==> src/rtl/iec_pkg.sv <==
// types shared by the checker files
package iec_pkg;
  typedef enum logic [1:0] {
    IEC_IDLE,
    IEC_INSTR,
    IEC_DATA,
    IEC_DONE
  } iec_spi_state_e;
endpackage

==> src/rtl/iec_spi_port.sv <==
// serial configuration port slave, sampled by the system clock
`timescale 1ns/1ps
`default_nettype none
module iec_spi_port (
  input  wire logic       i_sys_clk,
  input  wire logic       i_reset,
  input  wire logic       i_spi_clk,
  input  wire logic       i_spi_cs_n,
  input  wire logic       i_spi_sdi,
  input  wire logic [7:0] i_rdata,
  output logic      [6:0] o_addr,
  output logic      [7:0] o_wdata,
  output logic            o_wr_stb,
  output logic            o_spi_sdo,
  output logic            o_spi_sdo_oe
);
  logic [2:0] sync_m;
  logic [2:0] sync_s;
  logic       clk_q;
  iec_pkg::iec_spi_state_e state;
  logic [3:0]  cnt;
  logic [6:0]  shreg;
  logic        rd;
  logic        load_pend;
  logic [7:0]  out_sh;
  wire         clk_s = sync_s[0];
  wire         cs_n_s = sync_s[1];
  wire         sdi_s = sync_s[2];
  wire         clk_rise = clk_s & ~clk_q;
  wire         clk_fall = ~clk_s & clk_q;
  wire  [7:0]  word_in = {shreg, sdi_s};

  // pins cross two flops before any logic looks at them
  always_ff @(posedge i_sys_clk or posedge i_reset)
    if (i_reset)
    begin
      // chip select idles high so no false frame start follows reset
      sync_m <= 3'h2;
      sync_s <= 3'h2;
      clk_q  <= 1'b0;
    end
    else
    begin
      sync_m <= {i_spi_sdi, i_spi_cs_n, i_spi_clk};
      sync_s <= sync_m;
      clk_q  <= clk_s;
    end

  always_ff @(posedge i_sys_clk or posedge i_reset)
    if (i_reset)
    begin
      state     <= iec_pkg::IEC_IDLE;
      cnt       <= 4'h0;
      shreg     <= 7'h00;
      rd        <= 1'b0;
      load_pend <= 1'b0;
      out_sh    <= 8'h00;
      o_addr    <= 7'h00;
      o_wdata   <= 8'h00;
      o_wr_stb  <= 1'b0;
      o_spi_sdo <= 1'b0;
    end
    else
    begin
      o_wr_stb  <= 1'b0;
      load_pend <= 1'b0;
      if (load_pend)
        out_sh <= i_rdata;
      if (cs_n_s)
        state <= iec_pkg::IEC_IDLE;
      else
        case (state)
          iec_pkg::IEC_IDLE:
          begin
            state <= iec_pkg::IEC_INSTR;
            cnt   <= 4'h0;
          end
          iec_pkg::IEC_INSTR:
            if (clk_rise)
            begin
              shreg <= word_in[6:0];
              cnt   <= cnt + 4'h1;
              if (cnt == 4'h7)
              begin
                // instruction byte: read flag then 7-bit address
                rd        <= word_in[7];
                o_addr    <= word_in[6:0];
                load_pend <= word_in[7];
                state     <= iec_pkg::IEC_DATA;
              end
            end
          iec_pkg::IEC_DATA:
          begin
            if (clk_fall && rd)
            begin
              o_spi_sdo <= out_sh[7];
              out_sh    <= {out_sh[6:0], 1'b0};
            end
            if (clk_rise)
            begin
              shreg <= word_in[6:0];
              cnt   <= cnt + 4'h1;
              if (cnt == 4'hf)
              begin
                o_wdata  <= word_in;
                o_wr_stb <= ~rd;
                state    <= iec_pkg::IEC_DONE;
              end
            end
          end
          iec_pkg::IEC_DONE:
            state <= iec_pkg::IEC_DONE;
          default:
            state <= iec_pkg::IEC_IDLE;
        endcase
    end

  assign o_spi_sdo_oe = rd & (state == iec_pkg::IEC_DATA);
endmodule // iec_spi_port
`default_nettype wire

==> config.mk <==
export PLATFORM = sky130hd
export DESIGN_NAME = iec_spi_port
export DESIGN_NICKNAME = d
export VERILOG_FILES = /design/src/rtl/iec_pkg.sv /design/src/rtl/iec_spi_port.sv
export SDC_FILE = /design/constraint.sdc
export NUM_CORES = 1
export LEC_CHECK = 0
export BUFFER_PORTS_ARGS = -buffer_cell sky130_fd_sc_hd__buf_2
export CAP_MARGIN = 20
export CORE_MARGIN = 3
export CORE_UTILIZATION = 59
export CTS_CLUSTER_DIAMETER = 50
export CTS_CLUSTER_SIZE = 30
export DETAILED_ROUTE_END_ITERATION = 16
export GPL_TIMING_DRIVEN = 0
export PLACE_DENSITY = 0.92
export SYNTH_ARGS = -nofsm -noshare
export SYNTH_HDL_FRONTEND = slang
export SYNTH_SLANG_ARGS = --single-unit
==> constraint.sdc <==
create_clock -name i_sys_clk -period 4.85 [get_ports i_sys_clk]
set_input_delay 0.2425 -clock i_sys_clk [delete_from_list [all_inputs] [get_ports i_sys_clk]]
set_output_delay 0.2425 -clock i_sys_clk [all_outputs]
set_load 0.01 [all_outputs]
==> results of run 1 <==
power by group through the flow:
| stage | Sequential (mW) | Combinational [mW] | Clock [mW] |
|---|---|---|---|
| 5_1_grt | 0.470 | 0.168 | 0.211 |
| 3_5_place_dp | 0.472 | 0.146 | 0 |
| 6_report | 0.464 | 0.148 | 0.187 |
| 4_1_cts | 0.464 | 0.149 | 0.196 |
| 2_1_floorplan | 0.462 | 0.113 | 0 |
| 3_3_place_gp | 0.467 | 0.131 | 0 |
area by class of cell:
class                   instances  share of cell area [%]
plain buffers                   5                    1.32
inverters                       5                   0.823
repair buffers                 33                    7.90
flip-flops and latches         47                    51.7
multi-input cells              92                    33.1
clock buffers                   7                    2.41
well taps                      44                    2.41
clock inverters                 1                   0.384
Yosys cell counts, types with 2 or more instances:
cell     count  area, um2
o21ai_0      3       15.0
inv_1        5       18.8
ha_1         5       62.6
buf_2        3       15.0
mux2_2      34        383
nor2_1       8       30.0
dfstp_2      2       52.6
dfrtp_1     45       1130
nand2_1     20       75.1
a21oi_1      3       15.0
nor3b_1      2       15.0
or3_1        2       12.5
cell families after synthesis:
group,synth area share (%)
adder cells (fa/ha/maj),3.16
multiplexers,19.8
flip-flops,59.5
AND/OR/NAND/NOR,12.0
buffers and inverters,2.46
AO/OA/AOI/OAI,3.09
per-layer routing:
| metal | track usage (%) | wire, um | vias up |
|---|---|---|---|
| met5 | 0 | 0 | - |
| met4 | 6.74 | 12 | 0 |
| met3 | 3.87 | 150 | 2 |
| met2 | 33.9 | 1740 | 30 |
| met1 | 21.5 | 1360 | 616 |
| li1 | - | - | 597 |
final timing paths:
| kind | slack [ns] | cells after the start | to |
|---|---|---|---|
| worst max register to register | 2.96 | 5 | o_wdata[3] |
| worst min-delay path | 0.09 | 2 | o_spi_sdo |
| max in group asynchronous | 4.18 | 2 | o_addr[2] |
| worst max-delay path | 2.96 | 5 | o_wdata[3] |
| worst min register to register | 0.36 | 0 | sync_s[1] |
| min in group i_sys_clk | 0.15 | 3 | out_sh[0] |
layout by cell type (no fill, tap or decap):
cell type,synthesis,routed
nor4bb_1,1,1
nand2_1,20,20
nand4bb_1,1,1
mux2i_1,1,1
dfstp_2,2,2
and4b_1,1,1
clkinv_4,0,1
or3_1,2,2
clkbuf_4,0,5
buf_6,1,1
nand3_2,1,1
nand3_1,1,1
a22o_1,1,1
nor4_1,1,1
ha_1,5,5
a311oi_1,1,1
nand4b_4,1,1
and3_1,1,1
dfrtp_1,45,45
nor3_4,1,1
nor2_1,8,8
buf_2,3,33
o21ai_0,3,3
mux2_2,34,34
buf_1,1,1
clkbuf_8,0,1
inv_2,0,1
a21oi_1,3,3
inv_1,5,4
and2_1,1,1
dlygate4sd3_1,0,3
o21a_1,1,1
nor3b_1,2,2
clkbuf_1,0,1
o22ai_1,1,1
worst max-delay path, stage by stage, from the launching register on:
cell and delay [ns]:
dfrtp_1 0.44, inv_1 0.13, ha_1 0.28, nand2_1 0.14
nor3_4 0.40, mux2_2 0.39
per-stage QoR:
stage / util, % / setup slack (ns)
finish: 72.9 / 2.96
global route: 72.9 / 2.85
detailed placement: 69.9 / 2.99
CTS: 72.9 / 2.97
floorplan: - / 3.14
global placement: 69.9 / 3.04
registers in the layout (all words and copies together) (netlist names):
register and count:
o_addr 7, o_wr_stb 1, out_sh 8, rd 1, sync_s 3, load_pend 1, clk_q 1, state 2
o_wdata 8, cnt 4, shreg 7, o_spi_sdo 1, sync_m 3
==> reports/results.txt, run 1 <==
register share of total power -> 58.1%
final setup violation count -> 0
vias in the first global route -> 1356
number of maximum-capacitance violations -> 0
IO Pins -> 31
post-layout min period -> 1.89 ns
final setup skew -> 0.00864 ns
NumNets Final -> 207
total placed cells including tap cells -> 223
Setup crit start -> state[0]
launching element type of the critical path -> flip-flop
post-synthesis register bit count -> 47
violation count after the first detailed-route iteration -> 44
standby leakage power -> 1.24 nW
total negative slack for setup checks -> 0 ns
setup repair after global routing missed its margin -> false
routed length per placed instance -> 13.9 um
antenna viol nets, final -> 0
total chip power -> 0.799 mW
endpoint required time on the critical path -> 5.09 ns
final HPWL from detailed placement -> 2370 um
residual overflow from global routing -> 0
clock tree root driver cell -> clkbuf_4
area of the core -> 0.00313 mm2
areal power density over the cells -> 350 mW/mm2
mean cell area of the mapped netlist -> 13.3 um2
largest net degree at the start of global routing -> 48
number of instances in the synthesized netlist -> 149
hold-fix buffers at CTS -> 3
Clk Latency, worst-skew pair -> 0.35 ns
crit path kind -> reg2reg
CTS-repair resized insts -> 0
DIE HEIGHT -> 64.0 um
area overhead of the layout relative to synthesis -> 15.1%
via count of the routed design -> 1245
count of flip-flops with a built-in enable after synthesis -> 0
number of sinks driven by the clock tree -> 47
status -> finished clean
top flip-flop cell by instance count after synthesis -> dfrtp_1
Starting Density -> 63.4%
multi-input logic area -> 754 um2
number of vias per cell after detailed routing -> 5.32
hold slack -> 0.0864 ns
overall routed net length -> 3260 um
switching portion of total power -> 28.8%
number of buffers between clock root and the deepest sink -> 2
VDD IR max -> 208 uV
Max transition margin -> 37.6%
CTS H-Tree Depth -> 2
DRC violations left -> 0
f_max -> 529 MHz
logic gate share of total power -> 18.5%
data arrival time at the worst-slack endpoint -> 2.13 ns
count of buffers inserted at the top-level ports -> 30
Final Hold Fails -> 0
routability cong. -> 0.814
Worst-Margin Slew -> 0.934 ns
row count -> 20
combined area of all synthesized cells -> 0.00198 mm2
Worst setup EP type -> flip-flop
share of post-route cells with drive strength above 1 -> 42.6%
final cell count without fillers -> 234
r2r startpoint -> state[0]
Async SR Flop Fraction -> 100%
Max Slew Vio Count -> 0
critical-path maximum fanout -> 8
share of total power in the clock network -> 23.4%
net switching power -> 0.231 mW
CTS tree -> yes
horizontal die dimension -> 64.0 um
internal cell power -> 0.569 mW
number of antenna violations at the first check in global routing -> 0
total inserted antenna cells -> 0
Netlist cell types -> 29
CTS buffer count -> 5
number of setup buffers added after CTS -> 0
number of nets produced by synthesis -> 167
sequential cell area in the final layout -> 0.00118 mm2
Min-Delay Path Class -> in2async
area enclosed by the die boundary -> 0.00409 mm2
Yosys warning count -> 0
global-route wire length before repair -> 5950 um
share of the cycle needed by the critical path after routing -> 38.9%
post-synthesis sequential area ratio -> 59.5%
count of filler cells inserted in the layout -> 210
iteration count of the initial detailed-routing pass -> 4
final instance area -> 0.00228 mm2
clock transition at the register clock pins on the worst setup and hold paths after CTS -> 0.12 ns
total track usage -> 18.7%
Placement Cell Area -> 0.00219 mm2
Note: power is estimated with default switching activity, not from simulation.
==> run 2, diff against run 1 <==
--- a/config.mk
+++ b/config.mk
@@ -8,12 +8,12 @@
 export BUFFER_PORTS_ARGS = -buffer_cell sky130_fd_sc_hd__buf_2
 export CAP_MARGIN = 20
 export CORE_MARGIN = 3
-export CORE_UTILIZATION = 59
+export CORE_UTILIZATION = 50
 export CTS_CLUSTER_DIAMETER = 50
 export CTS_CLUSTER_SIZE = 30
 export DETAILED_ROUTE_END_ITERATION = 16
 export GPL_TIMING_DRIVEN = 0
-export PLACE_DENSITY = 0.92
+export PLACE_DENSITY = 0.84
 export SYNTH_ARGS = -nofsm -noshare
 export SYNTH_HDL_FRONTEND = slang
 export SYNTH_SLANG_ARGS = --single-unit
==> constraint.sdc (replaced) <==
create_clock -name i_sys_clk -period 1.6 [get_ports i_sys_clk]
set_input_delay 0.08 -clock i_sys_clk [delete_from_list [all_inputs] [get_ports i_sys_clk]]
set_output_delay 0.08 -clock i_sys_clk [all_outputs]
set_load 0.01 [all_outputs]
==> run 2 against run 1 <==
Against the previous run:
- the flow now finishes with violations (negative hold slack, negative setup slack)
- sequential cell count stayed put
- global-route usage fell by 1.3 points
- clock power grew to 4.1 times the previous value
- highest routed layer unchanged
==> reports/results.txt, run 2 (same netlist as run 1, synthesis figures left out) <==
iteration count of the initial detailed-routing pass -> 4 (unchanged)
final worst slack -> -0.0376 ns (-3.00 ns)
global-route wire length before repair -> 5810 um (-2.3%)
Placement Cell Area -> 0.00220 mm2 (+0.57%)
routed wl met3 -> 269 um (+79%)
CTS buffer count -> 5 (unchanged)
areal power density over the cells -> 1140 mW/mm2 (+230%)
post-layout min period -> 1.64 ns (-0.251 ns)
hold slack -> -0.0240 ns (-0.110 ns)
most common library cell in the layout ignoring fill and taps -> dfrtp_1
total negative slack for setup checks -> -0.0818 ns (-0.0818 ns)
NumNets Final -> 218 (+5.3%)
register share of total power -> 48.7% (-9.4 points)
crit path kind -> reg2reg
clock transition at the register clock pins on the worst setup and hold paths after CTS -> 0.08 ns (-0.04 ns)
via count of the routed design -> 1340 (+7.6%)
delay of the slowest critical-path stage -> 0.41 ns (-0.03 ns)
Max transition margin -> 37.3% (-0.36 points)
Starting Density -> 52.9% (-10 points)
DIE HEIGHT -> 69.0 um (+7.8%)
number of maximum-capacitance violations -> 0 (unchanged)
area overhead of the layout relative to synthesis -> 29.4%
share of post-route cells with drive strength above 1 -> 53.2% (+11 points)
metal1 wirelength -> 1570 um (+16%)
share of the cycle needed by the critical path after routing -> 102% (+63 points)
Min-Delay Path Class -> in2async
CTS tree -> yes
row count -> 22 (+10%)
DRC violations left -> 0 (unchanged)
most frequent cells in the layout -> dfrtp_1, buf_2, mux2_2
Worst-Margin Slew -> 0.939 ns (+0.00544 ns)
CTS H-Tree Depth -> 2 (unchanged)
total chip power -> 2.93 mW (+270%)
vias in the first global route -> 1293 (-4.6%)
area enclosed by the die boundary -> 0.00476 mm2 (+16%)
violation count after the first detailed-route iteration -> 23 (-48%)
failing checks -> negative hold slack, negative setup slack
launching element type of the critical path -> flip-flop
Final Hold Fails -> 45 (+45)
number of vias per cell after detailed routing -> 5.38 (+1.1%)
status -> complete, but fails checks
number of antenna violations at the first check in global routing -> 0 (unchanged)
net switching power -> 0.844 mW (+270%)
overall routed net length -> 4040 um (+24%)
routability cong. -> 0.799 (-1.8%)
final setup skew -> 0.00836 ns (-0.000278 ns)
total inserted antenna cells -> 0 (unchanged)
Util after Layout -> 68.5% (-4.4 points)
residual overflow from global routing -> 0 (unchanged)
FF-to-FF path depth -> 5 (unchanged)
IO Pins -> 31 (unchanged)
largest net degree at the start of global routing -> 48 (unchanged)
count of buffers inserted at the top-level ports -> 30 (unchanged)
Max Slew Vio Count -> 0 (unchanged)
switching portion of total power -> 28.8% (about the same)
Clk Latency, worst-skew pair -> 0.31 ns (-0.04 ns)
highest signal layer in the routed design -> met4
logic gate share of total power -> 25.2% (+6.7 points)
f_max -> 611 MHz (+15%)
share of total power in the clock network -> 26.1% (+2.7 points)
critical-path maximum fanout -> 5 (-3)
final HPWL from detailed placement -> 2480 um (+4.7%)
metal2 WL -> 2090 um (+20%)
CP Cell Sequence -> buf_4 > ha_4 > mux2_2 > o22ai_2 > mux2_2
data arrival time at the worst-slack endpoint -> 1.84 ns (-0.29 ns)
endpoint required time on the critical path -> 1.80 ns (-3.29 ns)
routed length per placed instance -> 16.2 um (+16%)
horizontal die dimension -> 69.0 um (+7.8%)
leading registers by flop count -> o_wdata x8, out_sh x8
final setup violation count -> 6 (+6)
final instance area -> 0.00256 mm2 (+12%)
total track usage -> 17.3% (-1.3 points)
setup repair after global routing missed its margin -> true
standby leakage power -> 1.33 nW (+7.7%)
most numerous cell on the critical path -> mux2_2
VDD IR max -> 863 uV (+320%)
clock tree root driver cell -> clkbuf_8
antenna viol nets, final -> 0 (unchanged)
area of the core -> 0.00374 mm2 (+20%)
number of buffers between clock root and the deepest sink -> 2 (unchanged)
number of sinks driven by the clock tree -> 47 (unchanged)
slowest cell on the critical path -> dfrtp_1
Worst setup EP type -> flip-flop
internal cell power -> 2.08 mW (+270%)
-- run 2: cell types whose count changed in the layout (fill, tap and decap cells not counted), sizes merged --
cell,before,now
buf,35,46
clkbuf,7,8
clkinv,1,0
-- run 2: power groups by stage --
stage	Combinational (mW)	Sequential, mW	Clock [mW]
after global placement	0.400	1.42	0
after global routing	0.806	1.44	0.824
final	0.737	1.42	0.763
after floorplan	0.346	1.40	0
after detailed placement	0.435	1.43	0
after CTS	0.573	1.41	0.789
-- run 2: worst paths after layout --
check,startpoint,endpoint,slack [ns]
worst min-delay path,i_reset,out_sh[5],-0.02
max in group asynchronous,i_reset,cnt[1],0.97
worst min register to register,sync_m[0],sync_s[0],0.35
worst max register to register,state[0],state[1],-0.04
min in group i_sys_clk,i_rdata[0],out_sh[0],0.04
worst max-delay path,state[0],state[1],-0.04
-- run 2: stage by stage --
step / instances / setup WS, ns
floorplan: 149 / 0.000671
global route: 249 / -0.0511
global placement: 227 / -0.142
finish: 249 / -0.0376
detailed placement: 227 / -0.237
CTS: 243 / -0.0368
-- run 2: area by class of cell --
| class | instances | area [um2] |
|---|---|---|
| fill | 282 | 1180 |
| sequential | 47 | 1180 |
| buffer | 5 | 45.0 |
| timing repair buffer | 44 | 274 |
| inverter | 5 | 18.8 |
| multi-input combinational | 92 | 887 |
| tap | 48 | 60.1 |
| clock buffer | 8 | 100 |
-- run 2: worst max-delay path: cells and delay by family (launching register included) --
family                     cells  cell delay [ns]
muxes                          2             0.65
DFF                            1             0.41
adders and majority gates      1             0.19
buffers and inverters          1             0.16
AOI/OAI and AO/OA              1             0.12
-- run 2: per-layer routing --
layer / track usage (%) / vias up
met1: 18.9 / 667
met4: 8.27 / 0
li1: - / 611
met5: 0 / -
met2: 30.0 / 52
met3: 6.00 / 10
-- run 2: what timing repair did --
item / CTS / global route
cloned: 0 / 1
setup endpoints to repair: 35 / 28
pin swaps: 1 / 8
gates resized for setup: 13 / 21
setup buffers: 5 / 5
hold buffers: 3 / 0
hold endpoints to repair: 3 / 0
